File: config.mk
export PLATFORM = sky130hd
export DESIGN_NAME = bat_dev_flat
export DESIGN_NICKNAME = d
export VERILOG_FILES = /design/src/bat_pkg.sv /design/src/bat_if.sv /design/src/bat_timer.sv /design/src/bat_dev.sv /design/src/flat_wrapper.sv
export SDC_FILE = /design/constraint.sdc
export NUM_CORES = 1
export LEC_CHECK = 0
export ABC_AREA = 0
export BUFFER_PORTS_ARGS = -buffer_cell sky130_fd_sc_hd__buf_2
export CAP_MARGIN = 20
export CORE_MARGIN = 2
export CORE_UTILIZATION = 55
export DETAILED_ROUTE_END_ITERATION = 16
export GPL_ROUTABILITY_DRIVEN = 0
export PLACE_DENSITY = 0.77
export SETUP_SLACK_MARGIN = 0.2
export SYNTH_ARGS = -nofsm -noshare
export SYNTH_HDL_FRONTEND = slang
export SYNTH_SLANG_ARGS = --single-unit
File: constraint.sdc
create_clock -name aclk -period 3.6 [get_ports aclk]
set_input_delay 0.36 -clock aclk [delete_from_list [all_inputs] [get_ports aclk]]
set_output_delay 0.36 -clock aclk [all_outputs]
set_load 0.01 [all_outputs]
File: src/bat_pkg.sv
// Shared constants and types for the buffer access and timer register block
package bat_pkg;

	// ********************************
	// Device register offsets
	// ********************************
	localparam logic [7:0] A_WPTR_H = 8'h3F;
	localparam logic [7:0] A_WPTR_M = 8'h40;
	localparam logic [7:0] A_WPTR_L = 8'h41;
	localparam logic [7:0] A_RPTR_H = 8'h43;
	localparam logic [7:0] A_RPTR_M = 8'h44;
	localparam logic [7:0] A_RPTR_L = 8'h45;
	localparam logic [7:0] A_BLK_H = 8'h46;
	localparam logic [7:0] A_BLK_L = 8'h47;
	localparam logic [7:0] A_FILL_H = 8'h48;
	localparam logic [7:0] A_FILL_L = 8'h49;
	localparam logic [7:0] A_TMR_H = 8'h4A;
	localparam logic [7:0] A_TMR_L = 8'h4B;
	localparam logic [7:0] A_SCALE = 8'h4C;
	localparam logic [7:0] A_ORIG_H = 8'h4E;
	localparam logic [7:0] A_ORIG_L = 8'h4F;

	// ********************************
	// Field widths, masks, timing
	// ********************************
	localparam int PTR_W = 20;
	localparam int BLK_W = 11;
	localparam int FILL_W = 11;
	localparam int AREA_W = 9;
	localparam int TICK_MULT = 16;
	localparam logic [7:0] HI20_MASK = 8'h0F;
	localparam logic [7:0] HI11_MASK = 8'h07;
	localparam logic [7:0] RESET_BYTE = 8'h00;

	// ********************************
	// Controller registers (AXI4-Lite)
	// ********************************
	localparam logic [7:0] R_CMD = 8'h00;
	localparam logic [7:0] R_DATA = 8'h04;
	localparam logic [7:0] R_STAT = 8'h08;
	localparam logic [7:0] R_INT = 8'h0C;
	localparam logic [7:0] R_MASK = 8'h10;
	localparam int CMD_OP_LSB = 8;
	localparam int INT_DONE = 0;
	localparam int INT_TIMER = 1;
	localparam logic [1:0] RESP_OKAY = 2'h0;
	localparam logic [1:0] RESP_SLVERR = 2'h2;

	typedef enum logic [2:0] {
		BAT_OP_WR, BAT_OP_RD, BAT_OP_BUFWR, BAT_OP_BUFRD, BAT_OP_WR3, BAT_OP_WR2
	} bat_op_e;

endpackage

File: src/bat_if.sv
// Sub CPU register and buffer data bus between controller and device
`timescale 1ns/10ps
interface bat_if;
	logic strb;
	logic we;
	logic data_sel;
	logic [7:0] addr;
	logic [7:0] wdata;
	logic [7:0] rdata;
	logic timer_event;

	modport dev (input strb, we, data_sel, addr, wdata,
		output rdata, timer_event);
	modport cpu (output strb, we, data_sel, addr, wdata,
		input rdata, timer_event);
endinterface

File: src/bat_timer.sv
// One-shot countdown with a scaled tick prescaler
`timescale 1ns/10ps
module bat_timer #(
	parameter int COUNT_W = 16,
	parameter int SCALE_W = 8
) (
	// Clock and reset
	input wire logic aclk,
	input wire logic aresetn,
	// Control
	input wire logic start,
	input wire logic [COUNT_W-1:0] count,
	input wire logic [SCALE_W-1:0] scale,
	// Event
	output logic expire
);
	localparam int PRE_W = SCALE_W + $clog2(bat_pkg::TICK_MULT);

	if (COUNT_W < 1 || SCALE_W < 1)
		$error("bat_timer: widths must be positive");

	typedef struct packed {
		logic run;
		logic [COUNT_W-1:0] rem;
		logic [PRE_W-1:0] pre;
		logic fire;
	} bat_tmr_s;

	bat_tmr_s st_r;
	bat_tmr_s st_nxt;
	logic [PRE_W-1:0] reload;

	// Scale of zero wraps to the longest tick rather than stalling
	assign reload = PRE_W'(scale * bat_pkg::TICK_MULT) - PRE_W'(1);

	always_comb begin
		st_nxt = st_r;
		st_nxt.fire = 1'b0;
		if (start) begin
			st_nxt.run = 1'b1;
			st_nxt.rem = count;
			st_nxt.pre = reload;
		end else if (st_r.run) begin
			if (st_r.rem == '0) begin
				st_nxt.run = 1'b0;
				st_nxt.fire = 1'b1;
			end else if (st_r.pre == '0) begin
				st_nxt.rem = st_r.rem - COUNT_W'(1);
				st_nxt.pre = reload;
			end else begin
				st_nxt.pre = st_r.pre - PRE_W'(1);
			end
		end
	end

	always_ff @(posedge aclk) begin
		if (!aresetn) begin
			st_r <= '0;
		end else begin
			st_r <= st_nxt;
		end
	end

	assign expire = st_r.fire;
endmodule // bat_timer

File: src/bat_dev.sv
// Device end: buffer pointers, block counter, fill ratio, timer registers
`timescale 1ns/10ps
module bat_dev #(
	parameter int PTR_W = bat_pkg::PTR_W
) (
	// Clock and reset
	input wire logic aclk,
	input wire logic aresetn,
	// Sub CPU bus
	bat_if.dev bus,
	// Buffer memory
	output logic mem_we,
	output logic [PTR_W-1:0] mem_waddr,
	output logic [7:0] mem_wdata,
	output logic [PTR_W-1:0] mem_raddr,
	input wire logic [7:0] mem_rdata,
	// Decoder data path
	input wire logic sector_wr,
	input wire logic sector_transferable_flag,
	input wire logic [1:0] increment_size_setting,
	input wire logic block_done,
	input wire logic [bat_pkg::AREA_W-1:0] stream_origin_area,
	// Status out
	output logic [bat_pkg::BLK_W-1:0] ready_block_counter,
	output logic [bat_pkg::FILL_W-1:0] buffer_fill_ratio
);
	localparam int BW = bat_pkg::BLK_W;
	localparam int FW = bat_pkg::FILL_W;

	if (PTR_W <= 16 || PTR_W > 24)
		$error("bat_dev: PTR_W must be 17 to 24");

	// ********************************
	// State
	// ********************************
	typedef struct packed {
		logic [PTR_W-1:0] wptr;
		logic [PTR_W-1:0] rptr;
		logic [BW-1:0] blk;
		logic [FW-1:0] fill;
		logic [7:0] tmr_hi;
		logic [7:0] tmr_lo;
		logic [7:0] scale;
		logic [bat_pkg::AREA_W-1:0] origin;
		logic [7:0] rdata;
		logic we;
		logic [PTR_W-1:0] waddr;
		logic [7:0] wdata;
		logic tstart;
	} bat_dev_s;

	bat_dev_s st_r;
	bat_dev_s st_nxt;
	logic reg_wr;
	logic reg_rd;
	logic buf_wr;
	logic buf_rd;
	logic [BW-1:0] blk_inc;
	logic [7:0] rd_mux;

	// Upper pointer byte, padded with zero above the pointer width
	function automatic logic [7:0] hi_byte(input logic [PTR_W-1:0] p);
		logic [23:0] w;
		w = 24'(p);
		return w[23:16];
	endfunction

	// ********************************
	// Bus decode
	// ********************************
	// Address is ignored on buffer data strobes
	assign reg_wr = bus.strb && bus.we && !bus.data_sel;
	assign reg_rd = bus.strb && !bus.we && !bus.data_sel;
	assign buf_wr = bus.strb && bus.we && bus.data_sel;
	assign buf_rd = bus.strb && !bus.we && bus.data_sel;
	assign blk_inc = BW'(increment_size_setting) + BW'(1);

	// ********************************
	// Register read mux
	// ********************************
	always_comb begin
		unique case (bus.addr)
			bat_pkg::A_WPTR_H: rd_mux = hi_byte(st_r.wptr);
			bat_pkg::A_WPTR_M: rd_mux = st_r.wptr[15:8];
			bat_pkg::A_WPTR_L: rd_mux = st_r.wptr[7:0];
			bat_pkg::A_RPTR_H: rd_mux = hi_byte(st_r.rptr);
			bat_pkg::A_RPTR_M: rd_mux = st_r.rptr[15:8];
			bat_pkg::A_RPTR_L: rd_mux = st_r.rptr[7:0];
			// Live counter; a read may trail a same-cycle update
			bat_pkg::A_BLK_H: rd_mux = 8'(st_r.blk[BW-1:8]);
			bat_pkg::A_BLK_L: rd_mux = st_r.blk[7:0];
			bat_pkg::A_FILL_H: rd_mux = 8'(st_r.fill[FW-1:8]);
			bat_pkg::A_FILL_L: rd_mux = st_r.fill[7:0];
			bat_pkg::A_TMR_H: rd_mux = st_r.tmr_hi;
			bat_pkg::A_TMR_L: rd_mux = st_r.tmr_lo;
			bat_pkg::A_SCALE: rd_mux = st_r.scale;
			bat_pkg::A_ORIG_H: rd_mux = 8'(st_r.origin[8]);
			bat_pkg::A_ORIG_L: rd_mux = st_r.origin[7:0];
			default: rd_mux = bat_pkg::RESET_BYTE;
		endcase
	end

	// ********************************
	// Next state
	// ********************************
	always_comb begin
		st_nxt = st_r;
		st_nxt.we = 1'b0;
		st_nxt.tstart = 1'b0;
		st_nxt.origin = stream_origin_area;
		// Counter events; a simultaneous add and subtract both apply
		if (sector_wr && sector_transferable_flag)
			st_nxt.blk = st_nxt.blk + blk_inc;
		if (block_done)
			st_nxt.blk = st_nxt.blk - BW'(1);
		if (buf_wr) begin
			st_nxt.we = 1'b1;
			st_nxt.waddr = st_r.wptr;
			st_nxt.wdata = bus.wdata;
			st_nxt.wptr = st_r.wptr + PTR_W'(1);
		end
		if (buf_rd) begin
			st_nxt.rdata = mem_rdata;
			st_nxt.rptr = st_r.rptr + PTR_W'(1);
		end
		if (reg_rd)
			st_nxt.rdata = rd_mux;
		// A CPU write to a byte overrides any event in that cycle
		if (reg_wr) begin
			unique case (bus.addr)
				bat_pkg::A_WPTR_H:
					st_nxt.wptr[PTR_W-1:16] = (PTR_W-16)'(bus.wdata);
				bat_pkg::A_WPTR_M: st_nxt.wptr[15:8] = bus.wdata;
				bat_pkg::A_WPTR_L: st_nxt.wptr[7:0] = bus.wdata;
				bat_pkg::A_RPTR_H:
					st_nxt.rptr[PTR_W-1:16] = (PTR_W-16)'(bus.wdata);
				bat_pkg::A_RPTR_M: st_nxt.rptr[15:8] = bus.wdata;
				bat_pkg::A_RPTR_L: st_nxt.rptr[7:0] = bus.wdata;
				bat_pkg::A_BLK_H:
					st_nxt.blk[BW-1:8] = (BW-8)'(bus.wdata);
				bat_pkg::A_BLK_L: st_nxt.blk[7:0] = bus.wdata;
				bat_pkg::A_FILL_H:
					st_nxt.fill[FW-1:8] = (FW-8)'(bus.wdata);
				bat_pkg::A_FILL_L: st_nxt.fill[7:0] = bus.wdata;
				bat_pkg::A_TMR_H: st_nxt.tmr_hi = bus.wdata;
				bat_pkg::A_TMR_L: begin
					st_nxt.tmr_lo = bus.wdata;
					st_nxt.tstart = 1'b1;
				end
				bat_pkg::A_SCALE: st_nxt.scale = bus.wdata;
				default: ;
			endcase
		end
	end

	always_ff @(posedge aclk) begin
		if (!aresetn) begin
			st_r <= '0;
		end else begin
			st_r <= st_nxt;
		end
	end

	// ********************************
	// Timer
	// ********************************
	// Count is taken from the registers a cycle after the low write
	bat_timer #(
		.COUNT_W(16),
		.SCALE_W(8)
	) bat_timer_inst (
		.aclk(aclk),
		.aresetn(aresetn),
		.start(st_r.tstart),
		.count({st_r.tmr_hi, st_r.tmr_lo}),
		.scale(st_r.scale),
		.expire(bus.timer_event)
	);

	// ********************************
	// Outputs
	// ********************************
	assign bus.rdata = st_r.rdata;
	assign mem_we = st_r.we;
	assign mem_waddr = st_r.waddr;
	assign mem_wdata = st_r.wdata;
	assign mem_raddr = st_r.rptr;
	assign ready_block_counter = st_r.blk;
	assign buffer_fill_ratio = st_r.fill;
endmodule // bat_dev

File: src/flat_wrapper.sv
// flat-port wrapper written by rule: the top's interface ports become plain ports
module bat_dev_flat 
#(
	parameter int PTR_W = bat_pkg::PTR_W
)
  (aclk, aresetn, mem_we, mem_waddr, mem_wdata, mem_raddr, mem_rdata, sector_wr, sector_transferable_flag, increment_size_setting, block_done, stream_origin_area, ready_block_counter, buffer_fill_ratio, bus_strb, bus_we, bus_data_sel, bus_addr, bus_wdata, bus_rdata, bus_timer_event);
  bat_if bus_i ();
  input wire logic aclk;
  input wire logic aresetn;
  output logic mem_we;
  output logic [PTR_W-1:0] mem_waddr;
  output logic [7:0] mem_wdata;
  output logic [PTR_W-1:0] mem_raddr;
  input wire logic [7:0] mem_rdata;
  input wire logic sector_wr;
  input wire logic sector_transferable_flag;
  input wire logic [1:0] increment_size_setting;
  input wire logic block_done;
  input wire logic [bat_pkg::AREA_W-1:0] stream_origin_area;
  output logic [bat_pkg::BLK_W-1:0] ready_block_counter;
  output logic [bat_pkg::FILL_W-1:0] buffer_fill_ratio;
  input wire logic [$bits(bus_i.strb)-1:0] bus_strb;
  input wire logic [$bits(bus_i.we)-1:0] bus_we;
  input wire logic [$bits(bus_i.data_sel)-1:0] bus_data_sel;
  input wire logic [$bits(bus_i.addr)-1:0] bus_addr;
  input wire logic [$bits(bus_i.wdata)-1:0] bus_wdata;
  output wire logic [$bits(bus_i.rdata)-1:0] bus_rdata;
  output wire logic [$bits(bus_i.timer_event)-1:0] bus_timer_event;
  assign bus_i.strb = bus_strb;
  assign bus_i.we = bus_we;
  assign bus_i.data_sel = bus_data_sel;
  assign bus_i.addr = bus_addr;
  assign bus_i.wdata = bus_wdata;
  assign bus_rdata = bus_i.rdata;
  assign bus_timer_event = bus_i.timer_event;
  bat_dev #(.PTR_W(PTR_W)) u_core (.aclk(aclk), .aresetn(aresetn), .bus(bus_i), .mem_we(mem_we), .mem_waddr(mem_waddr), .mem_wdata(mem_wdata), .mem_raddr(mem_raddr), .mem_rdata(mem_rdata), .sector_wr(sector_wr), .sector_transferable_flag(sector_transferable_flag), .increment_size_setting(increment_size_setting), .block_done(block_done), .stream_origin_area(stream_origin_area), .ready_block_counter(ready_block_counter), .buffer_fill_ratio(buffer_fill_ratio));
endmodule
==> impl_results.md <==
* DRC viols at 0
* Nets at 1275
* Critical Path End Type: register
* WHS at 0.131 ns
* Final Hold Viols at 0
* Setup CP Type: reg2reg
* Placed cells at 1427
* # setup viols final at 0
* CTS H-tree depth at 4
* Final slew viol count at 0
* Pin count of the biggest net entering global routing at just over 60
* Synth area leaders: dfxtp_1 34%, nand2_1 7.3%, buf_4 6.2%
* Initial Util at 55.5%
* Fmax at approximately 340 MHz
* Drt wl/cell at roughly 19 um
* YS warnings at 0
* Psw at between 1000 and 1500 uW
* Top delay family on crit path: compound AO/OA/AOI/OAI gates
* Via-per-instance ratio at 6.19
* Critical Path Stages at 8
* Max clock buf depth at 2
* Period utilization at around 81%
* # IOs at 123
* Sw Share at 26.5%
* DRT iter0 DRCs at 1016
* CP startpoint kind: register
* Synthesized net count at 1268
* CP max FO at 5
* Post-Synth Adder-Cell Area at 1.53%
* Worst r2r path cells at 8
* Core area at roughly 17000 um2
* Non-filler instance count after layout at 1458
* Most common cell after layout, fill and taps aside: nand2_1
* Fill count at around 1600
* Max-cap viol count at 0
* Final min period at ~3 ns
* CTS tree: yes
* DIE AREA at 18300 um2
* First-pass DRT Iterations at 6
* CTS Buf Count at 17
* Grt total ovfl at 0
* Post-synthesis compound-gate area fraction at 20.2%
* Slew @ Worst Pin at between 0.8 and 0.9 ns
* CP Cell Sequence: ha_1, fa_1, or3b_1, a2111oi_0, o221a_2, a21boi_1, xnor2_1, o31ai_1
* Area growth syn-to-layout at 7.48%
* Dpl hpwl at slightly below 20 mm
* RSZ-0062 raised after global routing: no
* Reg power frac at 45.8%
* Ys flop type: dfxtp_1
* Critical Path Source: u_core.ready_block_counter[0]$_SDFF_PN0_
* TNS Setup at 0 ns
* Relative slew slack at 40.7%
* Netlist cell types at 88
* Post-CTS resize count at 0
* Req. time, crit path at 3.94 ns
* Storage element area at 3260 um2
* Syn avg cell area at 7.82 um2
* Hold path startpoint: stream_origin_area[3]
* Post-Synth Simple-Gate Area at between 20% and 30%
* Mux contribution to synthesized area at 4.23%
* Hold Path Depth at 2
* Final core occ at 59.6%
* Slowest CP cell: fa_1
* CP bufs+invs at 0
* Largest family of logic cells by synthesized area: simple AND/OR/NAND/NOR gates
* N_diodes at 0
* PwrDens at 410 nW/um2
* Port Buffers at 122
* Part of the Yosys area used for sequential elements at 34.4%
* XOR/XNOR Fraction of Synth Area at 4.98%
* Status: complete, no violations
* Vias post-DR at 9026
* Internal Dissipation at around 3100 uW
* Hold_buf cts at 0
* Reg2Reg Setup Slack at a little under 0.7 ns
* Gate Count Post-Synth at 1214
* Number of global-route vias before repair at 8130
* Hold EP: u_core.st_r[41]$_SDFF_PN0_
* Post-CTS Setup Inserts at 0
* Worst-path clk slew at 0.06 ns
* R2r startpoint: u_core.ready_block_counter[0]$_SDFF_PN0_
* Clock share of power at 42.5%
* Clk_lat worst skew at 0.43 ns
* Final antenna-violating net count at 0
* Clock sinks at 163
* Worst Path Arrival at 3.26 ns
* Maximum VDD drop at ~0.33 mV
* Area leader, netlist: dfxtp_1
* Worst min-delay path class: in2reg
* All-Layer GR Usage at 29.8%
* Share of cells above drive strength 1 at 16.5%
* Die Wd at 135 um
* Synth Register Bits at ~160
* Gate power share at 11.6%
* FF-to-FF End: u_core.ready_block_counter[7]$_SDFF_PN0_
* FFs w/ async S/R, synth at 0%
* Post-synth top area share at roughly a third
* Final WL at approximately 27 mm
* Clock skew at 0.00726 ns
* Number of synthesized flops with an enable pin at 0
* First-pass GRT wire length at approximately 43 mm
* Post-Syn Area at approximately 9500 um2
* Initial antenna violation count at 1
* Commonest non-fill, non-tap cells in the layout: 186 x nand2_1, 163 x dfxtp_1, 122 x buf_2
* Die height at 135 um
* Leakage power at 0.00395 uW
* Root Driver: clkbuf_16
* Multi-input logic area at 5250 um2
* Num rows at 48
* Slowest stage delay, CP at 0.47 ns
metrics by stage:
stage	cell area (um2)	setup WS [ns]	total power [uW]
4_1_cts	10200	0.703	4180
5_1_grt	10200	0.412	4320
2_1_floorplan	9500	0.881	2310
3_5_place_dp	9640	0.599	2440
3_3_place_gp	9640	0.624	2430
6_report	10200	0.676	4180
area by class of cell:
class | count | area share [%]
multi-input cells | 876 | 51.4
flip-flops and latches | 163 | 32.0
repair buffers | 140 | 7.43
clock buffers | 21 | 4.51
well taps | 225 | 2.76
clock inverters | 10 | 1.07
inverters | 23 | 0.870
cells by family (layout without fill, tap and decap cells):
| kind of cell | after synthesis | after routing |
|---|---|---|
| xor gates and xnor gates | 54 | 54 |
| muxes | 37 | 37 |
| DFF | 163 | 163 |
| and+or+nand+nor | 482 | 482 |
| buffers and inverters | 175 | 194 |
| adders and majority gates | 11 | 11 |
| AOI/OAI and AO/OA | 292 | 292 |
flip-flops by register name, indices dropped and copies added, names as in the netlist:
signal / count
u_core.st_r: 54
u_core.buffer_fill_ratio: 11
u_core.bat_timer_inst.expire: 1
u_core.mem_raddr: 20
u_core.mem_we: 1
u_core.mem_waddr: 20
u_core.bus.rdata: 8
u_core.ready_block_counter: 11
u_core.bat_timer_inst.st_r: 29
u_core.mem_wdata: 8
worst max-delay path by stage:
| stage | end | slack, ns |
|---|---|---|
| final | u_core.ready_block_counter[7]$_SDFF_PN0_ | 0.68 |
| after global routing | u_core.ready_block_counter[7]$_SDFF_PN0_ | 0.41 |
| after CTS | u_core.ready_block_counter[7]$_SDFF_PN0_ | 0.70 |
| after detailed placement | u_core.ready_block_counter[7]$_SDFF_PN0_ | 0.60 |
| after global placement | u_core.ready_block_counter[7]$_SDFF_PN0_ | 0.62 |
| after floorplan | u_core.ready_block_counter[7]$_SDFF_PN0_ | 0.88 |
power groups by stage:
stage          registers, uW  clock network, uW  logic (uW)
2_1_floorplan           1920                  0         381
3_5_place_dp            1960                  0         478
6_report                1920               1780         487
4_1_cts                 1920               1780         480
3_3_place_gp            1960                  0         468
5_1_grt                 1920               1860         535
cells in the mapped netlist (4+ instances only):
master	number
a31oi_1	13
o21ai_1	4
nand3_1	51
inv_1	22
o2bb2ai_1	4
o211ai_1	4
o21a_1	4
a21oi_1	98
o22ai_1	6
a211oi_1	29
o31ai_1	6
and2_1	15
o221ai_1	4
and3_1	25
or3_1	15
xnor2_1	29
a221oi_1	7
buf_2	4
nand2_1	186
mux2_2	5
ha_1	10
nor4b_1	4
a311oi_1	8
mux2i_1	30
nor3_1	21
a22oi_1	13
nand2b_1	4
a21o_1	4
nor2b_1	5
clkbuf_1	64
dfxtp_1	163
nor4_1	10
nor2_1	97
buf_4	78
nand4_1	17
xor2_1	25
o21ai_0	48
per-layer routing:
layer | vias to the layer above | wire length [um] | global-route usage (%)
li1 | 4268 | - | -
met1 | 4244 | 11700 | 41.6
met2 | 440 | 12200 | 45.3
met3 | 72 | 2600 | 7.37
met4 | 2 | 754 | 9.95
met5 | - | 11 | 0
Power figures use the tool's default switching activity.
